**src/rtl/rtcfc_params.svh**
```systemverilog
`ifndef RTCFC_PARAMS_SVH
`define RTCFC_PARAMS_SVH
`define RTCFC_ADDR_FLAGS 8'h00
`define RTCFC_ADDR_CENTURY 8'h01
`define RTCFC_BIT_WDF 7
`define RTCFC_BIT_AF 6
`define RTCFC_BIT_PF 5
`define RTCFC_BIT_OSCILLATOR_FAIL_FLAG 4
`define RTCFC_BIT_BPF 3
`define RTCFC_BIT_CAL 2
`define RTCFC_BIT_W 1
`define RTCFC_BIT_R 0
`define RTCFC_RST_CENTURY 8'h00
`define RTCFC_RST_FLAG 1'h0
`define RTCFC_BCD_MAX 4'h9
`define RTCFC_SYNC_STAGES 2
`endif

```
**src/rtl/rtcfc_pkg.sv**
```systemverilog
package rtcfc_pkg;
    typedef logic [7:0] rtcfc_byte_t;
    typedef logic [3:0] rtcfc_digit_t;
endpackage : rtcfc_pkg

```
**src/rtl/rtcfc_cnt_if.sv**
```systemverilog
`timescale 1ns/10ps
`default_nettype none
interface rtcfc_cnt_if;
    import rtcfc_pkg::*;
    logic inc;
    logic load;
    rtcfc_byte_t load_val;
    rtcfc_byte_t count;
    modport ctrl (output inc, output load, output load_val, input count);
    modport cnt (input inc, input load, input load_val, output count);
endinterface : rtcfc_cnt_if
`default_nettype wire

```
**src/rtl/rtcfc_century_cnt.sv**
```systemverilog
`timescale 1ns/10ps
`default_nettype none
`include "rtcfc_params.svh"
module rtcfc_century_cnt
    import rtcfc_pkg::*;
(
    input wire logic core_clk,
    input wire logic resetn,
    rtcfc_cnt_if.cnt bus
);
    rtcfc_digit_t units_q;
    rtcfc_digit_t tens_q;

    // load wins over a simultaneous increment; 99 wraps to 00
    always_ff @(posedge core_clk)
    begin
        if (!resetn)
        begin
            units_q <= 4'(`RTCFC_RST_CENTURY & 8'h0f);
            tens_q <= 4'(`RTCFC_RST_CENTURY >> 4);
        end
        else if (bus.load)
        begin
            units_q <= bus.load_val[3:0];
            tens_q <= bus.load_val[7:4];
        end
        else if (bus.inc)
        begin
            if (units_q >= `RTCFC_BCD_MAX)
            begin
                units_q <= 4'h0;
                tens_q <= (tens_q >= `RTCFC_BCD_MAX) ? 4'h0 : tens_q + 4'h1;
            end
            else
            begin
                units_q <= units_q + 4'h1;
            end
        end
    end

    assign bus.count = {tens_q, units_q};
endmodule : rtcfc_century_cnt
`default_nettype wire

```
**src/rtl/rtcfc_regs.sv**
```systemverilog
// Summary of operation
// [RULE_01] The century count holds two decimal digits, tens high and units low, each 0 to 9.
// [RULE_02] The watchdog flag in bit 7 sets when the watchdog reaches zero and clears on a read.
// [RULE_03] The alarm flag sets on an alarm match and clears on a read of the flag register.
// [RULE_04] The read-only power fail flag sets below the fail threshold and clears on a read.
// [RULE_05] The oscillator fail flag sets when the oscillator stops and only software clears it.
// [RULE_06] The backup supply flag sets when the backup supply falls below its minimum level.
// [RULE_07] With the calibration bit set the square wave pin carries the calibration wave.
// [RULE_08] Write bit set lets software update registers; clearing it loads the counters.
// [RULE_09] Read bit set freezes the visible registers; clearing it resumes their updates.
// [RULE_10] The host clears the read bit after a time read and the write bit after a write.
// [RULE_11] The running counters keep advancing while the visible registers are frozen.
`timescale 1ns/10ps
`default_nettype none
`include "rtcfc_params.svh"
module rtcfc_regs
    import rtcfc_pkg::*;
(
    input wire logic core_clk,
    input wire logic resetn,
    input wire logic [7:0] reg_addr,
    input wire logic reg_wr,
    input wire logic reg_rd,
    input wire logic [7:0] reg_wdata,
    output logic [7:0] reg_rdata,
    input wire logic watchdog_zero,
    input wire logic alarm_match,
    input wire logic century_tick,
    input wire logic power_low_pin,
    input wire logic backup_low_pin,
    input wire logic osc_stopped_pin,
    input wire logic oscillator_fail_flag_saved_pin,
    input wire logic cal_wave,
    input wire logic freq_wave,
    output logic square_wave_out,
    output logic oscillator_fail_flag,
    output logic timekeeping_write_enable,
    output logic counter_load
);
    localparam int NSYNC = 4;
    logic [NSYNC-1:0] pin_raw;
    logic [NSYNC-1:0] sync1_q;
    logic [NSYNC-1:0] sync2_q;
    logic power_low;
    logic backup_low;
    logic osc_stopped;
    logic oscillator_fail_flag_saved;
    logic watchdog_expired_flag;
    logic alarm_match_flag;
    logic main_power_fail_flag;
    logic backup_supply_fail_flag;
    logic cal_q;
    logic w_q;
    logic r_q;
    logic w_prev_q;
    logic load;
    logic wr_flags;
    logic wr_cent;
    logic rd_flags;
    rtcfc_byte_t shadow_q;
    rtcfc_byte_t flags;
    rtcfc_byte_t wr_bcd;
    rtcfc_cnt_if cnt_bus ();

    assign pin_raw = {oscillator_fail_flag_saved_pin, osc_stopped_pin, backup_low_pin, power_low_pin};

    // two-stage synchronisers for the supply and oscillator monitors and saved flag
    genvar gi;
    generate
        for (gi = 0; gi < NSYNC; gi++)
        begin : g_sync
            // no reset: the saved oscillator flag must reach its flop while reset is held
            always_ff @(posedge core_clk)
            begin
                sync1_q[gi] <= pin_raw[gi];
                sync2_q[gi] <= sync1_q[gi];
            end
        end
    endgenerate

    assign power_low = sync2_q[0];
    assign backup_low = sync2_q[1];
    assign osc_stopped = sync2_q[2];
    assign oscillator_fail_flag_saved = sync2_q[3];

    assign wr_flags = reg_wr && (reg_addr == `RTCFC_ADDR_FLAGS);
    assign wr_cent = reg_wr && (reg_addr == `RTCFC_ADDR_CENTURY);
    assign rd_flags = reg_rd && (reg_addr == `RTCFC_ADDR_FLAGS);

    // read-to-clear flags; a set in the same cycle wins
    always_ff @(posedge core_clk)
    begin
        if (!resetn)
        begin
            watchdog_expired_flag <= `RTCFC_RST_FLAG;
            alarm_match_flag <= `RTCFC_RST_FLAG;
            main_power_fail_flag <= `RTCFC_RST_FLAG;
        end
        else
        begin
            watchdog_expired_flag <= watchdog_zero | (watchdog_expired_flag & ~rd_flags); // RULE_02
            alarm_match_flag <= alarm_match | (alarm_match_flag & ~rd_flags); // RULE_03
            main_power_fail_flag <= power_low | (main_power_fail_flag & ~rd_flags); // RULE_04
        end
    end

    // oscillator fail survives reset through its saved copy
    always_ff @(posedge core_clk)
    begin
        if (!resetn)
        begin
            oscillator_fail_flag <= oscillator_fail_flag_saved;
        end
        else if (osc_stopped) // RULE_05
        begin
            oscillator_fail_flag <= 1'b1;
        end
        else if (wr_flags && w_q && !reg_wdata[`RTCFC_BIT_OSCILLATOR_FAIL_FLAG]) // RULE_05
        begin
            oscillator_fail_flag <= 1'b0;
        end
    end

    always_ff @(posedge core_clk)
    begin
        if (!resetn)
        begin
            backup_supply_fail_flag <= `RTCFC_RST_FLAG;
        end
        else if (backup_low) // RULE_06
        begin
            backup_supply_fail_flag <= 1'b1;
        end
        else if (wr_flags && w_q && !reg_wdata[`RTCFC_BIT_BPF])
        begin
            backup_supply_fail_flag <= 1'b0;
        end
    end

    // control bits are always writable
    always_ff @(posedge core_clk)
    begin
        if (!resetn)
        begin
            cal_q <= `RTCFC_RST_FLAG;
            w_q <= `RTCFC_RST_FLAG;
            r_q <= `RTCFC_RST_FLAG;
            w_prev_q <= `RTCFC_RST_FLAG;
        end
        else
        begin
            if (wr_flags)
            begin
                cal_q <= reg_wdata[`RTCFC_BIT_CAL];
                w_q <= reg_wdata[`RTCFC_BIT_W];
                r_q <= reg_wdata[`RTCFC_BIT_R];
            end
            w_prev_q <= w_q;
        end
    end

    assign load = w_prev_q && !w_q; // RULE_08
    assign counter_load = load;
    assign timekeeping_write_enable = w_q; // RULE_08

    // digits above 9 saturate at 9
    assign wr_bcd[7:4] = (reg_wdata[7:4] > `RTCFC_BCD_MAX) ? `RTCFC_BCD_MAX : reg_wdata[7:4]; // RULE_01
    assign wr_bcd[3:0] = (reg_wdata[3:0] > `RTCFC_BCD_MAX) ? `RTCFC_BCD_MAX : reg_wdata[3:0]; // RULE_01

    // visible century: written under W, frozen under R, else tracks counter
    always_ff @(posedge core_clk)
    begin
        if (!resetn)
        begin
            shadow_q <= `RTCFC_RST_CENTURY;
        end
        else if (w_q)
        begin
            if (wr_cent) // RULE_08
            begin
                shadow_q <= wr_bcd;
            end
        end
        else if (!r_q && !load) // RULE_09
        begin
            shadow_q <= cnt_bus.count;
        end
    end

    assign cnt_bus.inc = century_tick; // RULE_11
    assign cnt_bus.load = load;
    assign cnt_bus.load_val = shadow_q;

    rtcfc_century_cnt u_cnt (
        .core_clk(core_clk),
        .resetn(resetn),
        .bus(cnt_bus)
    );

    assign flags = {watchdog_expired_flag, alarm_match_flag, main_power_fail_flag,
                    oscillator_fail_flag, backup_supply_fail_flag, cal_q, w_q, r_q};

    always_ff @(posedge core_clk)
    begin
        if (!resetn)
        begin
            reg_rdata <= 8'h00;
        end
        else if (reg_rd)
        begin
            if (reg_addr == `RTCFC_ADDR_FLAGS)
            begin
                reg_rdata <= flags;
            end
            else if (reg_addr == `RTCFC_ADDR_CENTURY)
            begin
                reg_rdata <= shadow_q;
            end
            else
            begin
                reg_rdata <= 8'h00;
            end
        end
    end

    always_ff @(posedge core_clk)
    begin
        if (!resetn)
        begin
            square_wave_out <= 1'b0;
        end
        else
        begin
            square_wave_out <= cal_q ? cal_wave : freq_wave; // RULE_07
        end
    end
endmodule : rtcfc_regs
`default_nettype wire

```
**config.mk**
```make
export PLATFORM = sky130hd
export DESIGN_NAME = rtcfc_regs
export DESIGN_NICKNAME = d
export VERILOG_FILES = /design/src/rtl/rtcfc_pkg.sv /design/src/rtl/rtcfc_cnt_if.sv /design/src/rtl/rtcfc_century_cnt.sv /design/src/rtl/rtcfc_regs.sv
export VERILOG_INCLUDE_DIRS = /design/src /design/src/rtl
export SDC_FILE = /design/constraint.sdc
export NUM_CORES = 1
export LEC_CHECK = 0
export BUFFER_PORTS_ARGS = -buffer_cell sky130_fd_sc_hd__buf_4
export CORE_AREA = 2 2 89 70
export DETAILED_ROUTE_END_ITERATION = 10
export DIE_AREA = 0 0 91 72
export PLACE_DENSITY = 0.7
export REMOVE_ABC_BUFFERS = 1
export SETUP_SLACK_MARGIN = 0.15
export SLEW_MARGIN = 15
export SYNTH_ARGS = -nofsm -noshare
export SYNTH_HDL_FRONTEND = slang
export SYNTH_HIERARCHICAL = 1
export SYNTH_SLANG_ARGS = --single-unit
```
**constraint.sdc**
```tcl
create_clock -name core_clk -period 2.25 [get_ports core_clk]
set_input_delay 0.3375 -clock core_clk [delete_from_list [all_inputs] [get_ports core_clk]]
set_output_delay 0.3375 -clock core_clk [all_outputs]
set_load 0.05 [all_outputs]
```
Yosys cells after proc, flatten, opt, wreduce, memory -nomap -nowiden
Index checks and enable logic that the tools add are counted.
{"block": "op_classes", "add_sub_neg": 2, "mul": 0, "div_mod_pow": 0, "order_cmp": 4, "eq_ne": 3, "shifts": 0, "muxes": 20, "bitwise": 7, "n_reduce_logical": 20}
{"operator": "8-bit 2-to-1 mux", "count": 5}
{"operator": "4-bit 2-to-1 mux", "count": 9}
{"operator": "4-bit by 1-bit adder with 4-bit output, second input constant", "count": 2}
{"operator": "8-bit by 1-bit == test with 1-bit output, second input constant", "count": 1}
{"operator": "4-bit greater-or-equal comparator, second input constant", "count": 2}
{"operator": "4-bit > comparator, second input constant", "count": 2}
{"operator": "1-bit logical AND", "count": 8}
{"operator": "8-bit zero test", "count": 1}
{"operator": "2-bit nonzero test", "count": 4}
{"operator": "1-bit 2-to-1 mux", "count": 6}
{"operator": "1-bit zero test", "count": 5}
{"operator": "2-bit AND reduction", "count": 2}
{"operator": "1-bit bitwise AND", "count": 3}
{"operator": "3-bit by 1-bit != test with 1-bit output, second input constant", "count": 1}
{"operator": "1-bit bitwise OR", "count": 3}
{"operator": "2-bit by 1-bit != test with 1-bit output, second input constant", "count": 1}
{"operator": "1-bit NOT", "count": 1}
{"block": "totals", "reg_bits": 42, "latch_bits": 0, "ram_bits": 0, "romBits": 0, "in_bits": 29, "out_inout_bits": 12, "wordCells": 78, "mem_count": 0}

Logic depth before layout (Yosys ltp)
Gate-level depths: netlist (run 1).
{"block": "logic_depth", "ltp_word": 7, "ltp_mapped": 7, "ltp_nobuf": 5}

By module
Netlist (run 1), hierarchy kept.
{"module": "rtcfc_regs", "n_inst": 1, "cells_per_inst": 159, "area_each_um2": 1512.7, "seq_area_each_um2": 690.7}
{"module": "rtcfc_century_cnt", "n_inst": 1, "cells_per_inst": 75, "area_each_um2": 641.9, "seq_area_each_um2": 160.2}

Least setup slack after synthesis (run 1)
No wires, ideal clock.
{"block": "synth_path", "kind": "register to register", "startpoint": "reg w_q (netlist: timekeeping_write_enable)", "endpoint": "reg u_cnt.tens_q[2]", "setup_time_ps": 122, "arrival_time_ps": 2487, "t_required_ps": 2128, "slack_ps": -358, "stages_incl_launch_ff": 7, "path_buffers": 3, "synth_period_minus_slack_ps": 2608, "path_cell_list": "dfxtp_1 > clkbuf_1 > buf_2 > nor2b_1 > clkbuf_1 > a31oi_1 > o311a_1"}
{"block": "synth_via", "elab_chain_len": 4, "word_cells_on_any_way": 6, "classes_between": "mux (1); reduce/logical (5)"}
{"element": "start: declaration", "line_no": "rtcfc_regs.sv:53", "text": "logic w_q;"}
{"element": "start signal: assignment", "line_no": "rtcfc_regs.sv:146", "text": "w_q <= `RTCFC_RST_FLAG;"}
{"element": "start signal: assignment", "line_no": "rtcfc_regs.sv:155", "text": "w_q <= reg_wdata[`RTCFC_BIT_W];"}
{"element": "1-bit zero test *", "line_no": "rtcfc_regs.sv:162", "text": "assign load = w_prev_q && !w_q;"}
{"element": "1-bit logical AND *", "line_no": "rtcfc_regs.sv:162"}
{"element": "net counter_load", "line_no": "rtcfc_regs.sv:38", "text": "output logic counter_load"}
{"element": "2-bit nonzero test (no source line)"}
{"element": "2-bit AND reduction (no source line)"}
{"element": "end signal: assignment", "line_no": "rtcfc_century_cnt.sv:20", "text": "tens_q <= 4'(`RTCFC_RST_CENTURY >> 4);"}
{"element": "end signal: assignment", "line_no": "rtcfc_century_cnt.sv:25", "text": "tens_q <= bus.load_val[7:4];"}
{"element": "end signal: assignment", "line_no": "rtcfc_century_cnt.sv:32", "text": "tens_q <= (tens_q >= `RTCFC_BCD_MAX) ? 4'h0 : tens_q + 4'h1;"}
{"element": "end: declaration", "line_no": "rtcfc_century_cnt.sv:12", "text": "rtcfc_digit_t tens_q;"}
Mark *: on every way through the listed nets, which the timed path passes. The rest lies on a longest branch.
A chain may end at the register's enable or synchronous reset.

Worst setup path in the final report (run 1)
{"block": "layout_path", "startpoint": "reg w_prev_q", "endpoint": "out counter_load"}
{"block": "layout_via", "elab_chain_len": 1}
{"element": "start: declaration", "line_no": "rtcfc_regs.sv:55", "text": "logic w_prev_q;"}
{"element": "start signal: assignment", "line_no": "rtcfc_regs.sv:148", "text": "w_prev_q <= `RTCFC_RST_FLAG;"}
{"element": "start signal: assignment", "line_no": "rtcfc_regs.sv:158", "text": "w_prev_q <= w_q;"}
{"element": "1-bit logical AND", "line_no": "rtcfc_regs.sv:162"}
{"element": "end: declaration", "line_no": "rtcfc_regs.sv:38"}
No other way between the ends.

==> impl_results.md, run 1 <==
- Status: complete, no violations
- Initial Utilization: a little under two fifths
- Netlist cell types: 57
- Bufs on Longest Clock Path: 2
- FMAX: 0.506 GHz
- Top_reg_cell synth: dfxtp_1
- EDFF count, synth: 1
- Io pins: 41
- Die X: 91 um
- Met1 WL: 2730 um
- Setup violators final: 0
- Post-synth top area share: 38.1%
- CP max FO: 21
- Yosys Warn Count: 6
- Total power: around 0.0015 W
- Post-layout min period: 1.98 ns
- Clock-pin slew on the worst setup and hold paths: 0.09 ns
- Slew HR: 70.9%
- Via density: between 5 and 6
- Area Growth Syn to Fin: 22.8%
- Worst hold path class: primary input to register
- Pre-antenna DRT Iters: 4
- Antenna violations before repair: 0
- Nets: 305
- VDD IR max: 0.299 mV
- N_diodes: 0
- Wirelength, routed: 5440 um
- Vias in the first global route: about 1900
- Detail Placement HPWL: 3910 um
- Mapped Cells: around 230
- Fin crit share: between 80% and 90%
- Commonest non-fill, non-tap cell in the layout: buf_4
- CP Capture Type: output pin
- Final hold slack: 0.134 ns
- First-pass GRT wire length: 9160 um
- Most frequent cells in the layout: buf_4, dfxtp_1, inv_1, nand4_1, nand2_1
- CP Data Arrival Time: 1.64 ns
- Largest area contributor in the netlist: dfxtp_1
- Root Driver: clkbuf_8
- Syn Area/Cell: 9.21 um^2
- Leak pwr: 0.953 nW
- Global Route Usage Sum: 17.2%
- Share of cells above drive strength 1: 24.7%
- Final GP Congestion: ~0.8
- Synth Register Bits: 42
- Fin. Hold Viols: 0
- Met2 wire length: 2340 um
- Antenna Nets Post-Route: 0
- Largest net degree at the start of global routing: 28
- Cts repair resizes: 0
- Routed length on met3: 355 um
- Initial DRC count: 152
- RSZ-0062 raised after global routing: no
- CTS tree: yes
- Critical Path RT: 1.91 ns
- Clock sinks: 42
- CP Launch Type: register
- Post-synth ARST share: 0%
- Power per cell area: approximately 590 nW/um^2
- Slew @ Worst Pin: between 0.4 and 0.5 ns
- Quantity of hold-fixing buffers added after cts: 0
- Highest metal used: met4
- Height of the die: 72 um
- Mapped cell area: 2150 um^2
- H-tree depth: 2
- Worst skew pair latency: approximately 0.3 ns
- Max-Cap Viols: 0
- DIE AREA: ~6600 um^2
- Core Footprint: between 5000 and 6000 um^2
- Clk_skew: 0.00312 ns
- DR DRC count: 0
- # fillers: ~590
- I/O Buffers: 40
- WL/cell: ~16 um
- Total grt overflow: 0
- Critical Setup Path Class: register to output pin
- Num CTS Buffers: 5
- Row count: 24
- Total number of vias: 1945
- Synth area leaders: dfxtp_1, nand4_1, a31oi_1
- Slew Viols, Final: 0
- Register area share after synthesis: approximately 39%
- Post-CTS Setup Inserts: 0
[per-stage QoR]
step / instances / area (um^2) / utilization (%) / setup WS, ns / TNS, ns
after CTS: 349 / 2650 / 46.9 / 0.273 / 0
after global placement: 341 / 2530 / 44.8 / 0.498 / 0
after detailed placement: 341 / 2530 / 44.8 / 0.451 / 0
after floorplan: 217 / 2090 / - / -0.726 / -3.97
after global routing: 349 / 2650 / 46.9 / 0.158 / 0
final: 349 / 2650 / 46.9 / 0.274 / 0
[critical path, stage by stage, from the launching register on]
cell	delay (ns)
dfxtp_1	0.45
nor2b_1	0.34
buf_4	0.31
buf_4	0.24
[synthesized netlist by cell type (all sizes together), types with 2 or more instances]
library cell	count
a41oi	2
nor2	6
inv	20
nand2	16
and3b	2
a2111oi	6
a311oi	3
and2	3
buf	2
o41ai	3
clkbuf	15
a31oi	13
or4	2
o31ai	3
o21ai	3
nand4	19
a311o	3
or4b	2
a21oi	6
mux2	3
nand2b	10
o311a	2
o2111a	2
o21a	3
nor4	9
a221oi	2
dfxtp	41
ha	6
mux2i	6
[layout make-up]
type / count / area [um^2] / area share (%)
Sequential cell: 42 / 851 / 32.2
Inverter: 21 / 78.8 / 2.98
Tap cell: 78 / 97.6 / 3.69
Clock inverter: 3 / 45.0 / 1.70
Clock buffer: 5 / 68.8 / 2.60
Timing Repair Buffer: 46 / 345 / 13.1
Multi-Input combinational cell: 154 / 1160 / 43.8
[path summary, 6_finish.rpt]
path	start	end	slack (ns)	cells past startpoint
setup / recovery	w_prev_q	counter_load	0.27	3
hold / removal	oscillator_fail_flag_saved_pin	sync1_q[3]	0.13	1
setup reg to reg	u_cnt/units_q[1]	u_cnt/units_q[0]	0.45	5
hold reg to reg	sync1_q[2]	osc_stopped	0.33	0
[per-layer routing]
layer,global-route usage (%),vias to the layer above
met2,25.6,64
met5,0,-
met1,25.3,914
li1,-,963
met4,4.38,0
met3,3.74,4
[sequential cells by signal, summed over array words and instances (netlist names), 4 cells and up]
register,flops
cnt_bus.load_val,8
reg_rdata,8
sync1_q,4
u_cnt/tens_q,4
u_cnt/units_q,4
[cells by family (layout without fill, tap and decap cells)]
logic type,after synthesis,count (layout),share of synthesized area (%)
AOI/OAI and AO/OA,59,59,22.7
adders and majority gates,6,6,3.48
buffers and inverters,38,75,6.74
DFF,42,42,39.5
muxes,9,9,4.36
and+or+nand+nor,80,80,23.2
[power breakdown]
part	total [W]	leakage (nW)	switching [W]	internal, W
combinational	0.000160	0.557	0.0000897	0.0000699
clock	0.000608	0.0504	0.000278	0.000330
sequential	0.000780	0.346	0.0000135	0.000767
total	0.00155	0.953	0.000381	0.00117
Note: power is estimated with default switching activity, not from simulation.
==> inputs of run 2 (changes only) <==
CTS_CLUSTER_DIAMETER = 30   (was unset)
REMOVE_ABC_BUFFERS = unset   (was 1)
==> run 2 against run 1 <==
  * Total power fell by 1.1%
  * Global-route usage is 0.40 points lower
  * Die area is the same
  * Largest power group unchanged
==> impl_results.md, run 2 (synthesis results as in run 1) <==
- Via density: 5.65 (was 5.57)
- R2r setup slk: 0.48 ns (was 0.45 ns)
- Met2 Resource Use GR: 26.7% (was 25.6%)
- Detail Placement HPWL: 4060 um (was 3910 um)
- R2R depth: 5 (unchanged)
- N_diodes: 0 (unchanged)
- VDD IR max: 0.484 mV (was 0.299 mV)
- Vias in the first global route: 1799 (was 1893)
- DR DRC count: 0 (unchanged)
- Root Driver: clkbuf_8 (unchanged)
- Critical Path RT: 1.91 ns (about the same)
- Total grt overflow: 0 (unchanged)
- Height of the die: 72 um (unchanged)
- Quantity of hold-fixing buffers added after cts: 0 (unchanged)
- WL/cell: 15.9 um (was 15.6 um)
- CTS tree: yes (unchanged)
- Util after Layout: 46.7% (was 46.9%)
- Total number of vias: 1965 (was 1945)
- Power per cell area: 580 nW/um^2 (was 585 nW/um^2)
- WHS Path Cells: 1 (unchanged)
- CP Launch Type: register (unchanged)
- Die X: 91 um (unchanged)
- CP Data Arrival Time: 1.53 ns (was 1.64 ns)
- Max-Cap Viols: 0 (unchanged)
- I/O Buffers: 40 (unchanged)
- Leak pwr: 0.955 nW (was 0.953 nW)
- Pre-antenna DRT Iters: 4 (unchanged)
- Core Footprint: 5650 um^2 (unchanged)
- Met3 Track Usage GR: 3.53% (was 3.74%)
- Reg-to-reg startpoint: u_cnt/units_q[1] (unchanged)
- Critical Setup Path Class: register to output pin (unchanged)
- Slew HR: 65.3% (was 70.9%)
- # fillers: 565 (was 586)
- Nets: 304 (was 305)
- Slew Viols, Final: 0 (unchanged)
- Setup_tns: 0 ns (unchanged)
- Wirelength, routed: 5530 um (was 5440 um)
- Row count: 24 (unchanged)
- DIE AREA: 6550 um^2 (unchanged)
- Largest net degree at the start of global routing: 28 (unchanged)
- CP max FO: 14 (was 21)
- Cts repair resizes: 0 (unchanged)
- Worst hold path class: primary input to register (unchanged)
- Worst skew pair latency: 0.29 ns (was 0.30 ns)
- Status: complete, no violations (unchanged)
- Post-layout min period: 1.86 ns (was 1.98 ns)
- Post-CTS Setup Inserts: 0 (unchanged)
- Setup violators final: 0 (unchanged)
- Commonest non-fill, non-tap cell in the layout: buf_4 (unchanged)
- Most frequent cells in the layout: buf_4, dfxtp_1, inv_1, nand4_1, nand2_1 (unchanged)
- Antenna violations before repair: 0 (unchanged)
- Reg-to-Reg End: u_cnt/units_q[0] (unchanged)
- Antenna Nets Post-Route: 0 (unchanged)
- Num CTS Buffers: 5 (unchanged)
- Min-delay src: power_low_pin (was oscillator_fail_flag_saved_pin)
- Clock sinks: 42 (unchanged)
- Global Route Usage Sum: 16.8% (was 17.2%)
- First-pass GRT wire length: 8960 um (was 9160 um)
- H-tree depth: 2 (unchanged)
- RSZ-0062 raised after global routing: no (unchanged)
- Net count after synthesis: 269
- Area Growth Syn to Fin: 22.5% (was 22.8%)
- Global route hottest layer: met2 (unchanged)
- Worst Hold Path EP: sync1_q[0] (was sync1_q[3])
- Share of cells above drive strength 1: 25.2% (was 24.7%)
- Clk_skew: 0.00879 ns (was 0.00312 ns)
- CP Capture Type: output pin (unchanged)
- Met1 Use GR: 24.3% (was 25.3%)
- FMAX: 0.537 GHz (was 0.506 GHz)
- Final GP Congestion: 0.893 (was 0.822)
- Initial Utilization: 38.2% (unchanged)
- Bufs on Longest Clock Path: 2 (unchanged)
- Clock-pin slew on the worst setup and hold paths: 0.08 ns (was 0.09 ns)
- Io pins: 41 (unchanged)
- Fin crit share: 82.8% (was 87.8%)
- Fin. Hold Viols: 0 (unchanged)
- Initial DRC count: 154 (was 152)
- Slew @ Worst Pin: 0.518 ns (was 0.436 ns)
run 2: cell types whose count changed in the layout (fill, tap and decap cells not counted), sizes merged:
| cell | previous run | this run |
|---|---|---|
| buf | 46 | 45 |
| clkinv | 1 | 3 |
| clkinvlp | 2 | 0 |
run 2: stage by stage:
stage / cell area [um^2] / setup slack (ns) / hold WS, ns / total power, W / cells
2_1_floorplan: 2160 / 0.136 / 0.310 / 0.000877 / 234
3_3_place_gp: 2530 / 0.493 / 0.312 / 0.000952 / 340
3_5_place_dp: 2530 / 0.464 / 0.314 / 0.000956 / 340
4_1_cts: 2640 / 0.393 / 0.143 / 0.00154 / 348
5_1_grt: 2640 / 0.304 / 0.132 / 0.00159 / 348
6_report: 2640 / 0.386 / 0.147 / 0.00153 / 348
run 2: power by group:
part	switching (W)	internal [W]	total, W	leakage [nW]
combinational	0.0000892	0.0000698	0.000159	0.551
clock	0.000265	0.000327	0.000591	0.0579
sequential	0.0000149	0.000766	0.000781	0.346
total	0.000369	0.00116	0.00153	0.955
run 2: metal layers:
layer	vias up	wire (um)
li1	960	-
met1	943	2740
met2	60	2480
met3	2	300
met4	0	12
met5	-	0
run 2: how the worst max path moves through the flow:
| stage | start | end | slack [ns] |
|---|---|---|---|
| 2_1_floorplan | timekeeping_write_enable | u_cnt/tens_q[2] | 0.14 |
| 3_5_place_dp | reg_addr[5] | oscillator_fail_flag | 0.46 |
| 4_1_cts | w_prev_q | counter_load | 0.39 |
| 5_1_grt | w_prev_q | counter_load | 0.30 |
| 6_report | w_prev_q | counter_load | 0.39 |
| 3_3_place_gp | reg_addr[5] | oscillator_fail_flag | 0.49 |
run 2: final cells by class:
| class | count | area [um^2] | share of cell area (%) |
|---|---|---|---|
| inverter | 21 | 78.8 | 2.99 |
| multi-input combinational | 154 | 1160 | 44.0 |
| timing repair buffer | 45 | 338 | 12.8 |
| tap | 78 | 97.6 | 3.70 |
| clock buffer | 5 | 68.8 | 2.61 |
| clock inverter | 3 | 40.0 | 1.52 |
| sequential | 42 | 855 | 32.4 |
run 2: critical path: stages, from the launching register on:
cell and delay (ns):
dfxtp_1 0.43, nor2b_2 0.51, buf_4 0.30
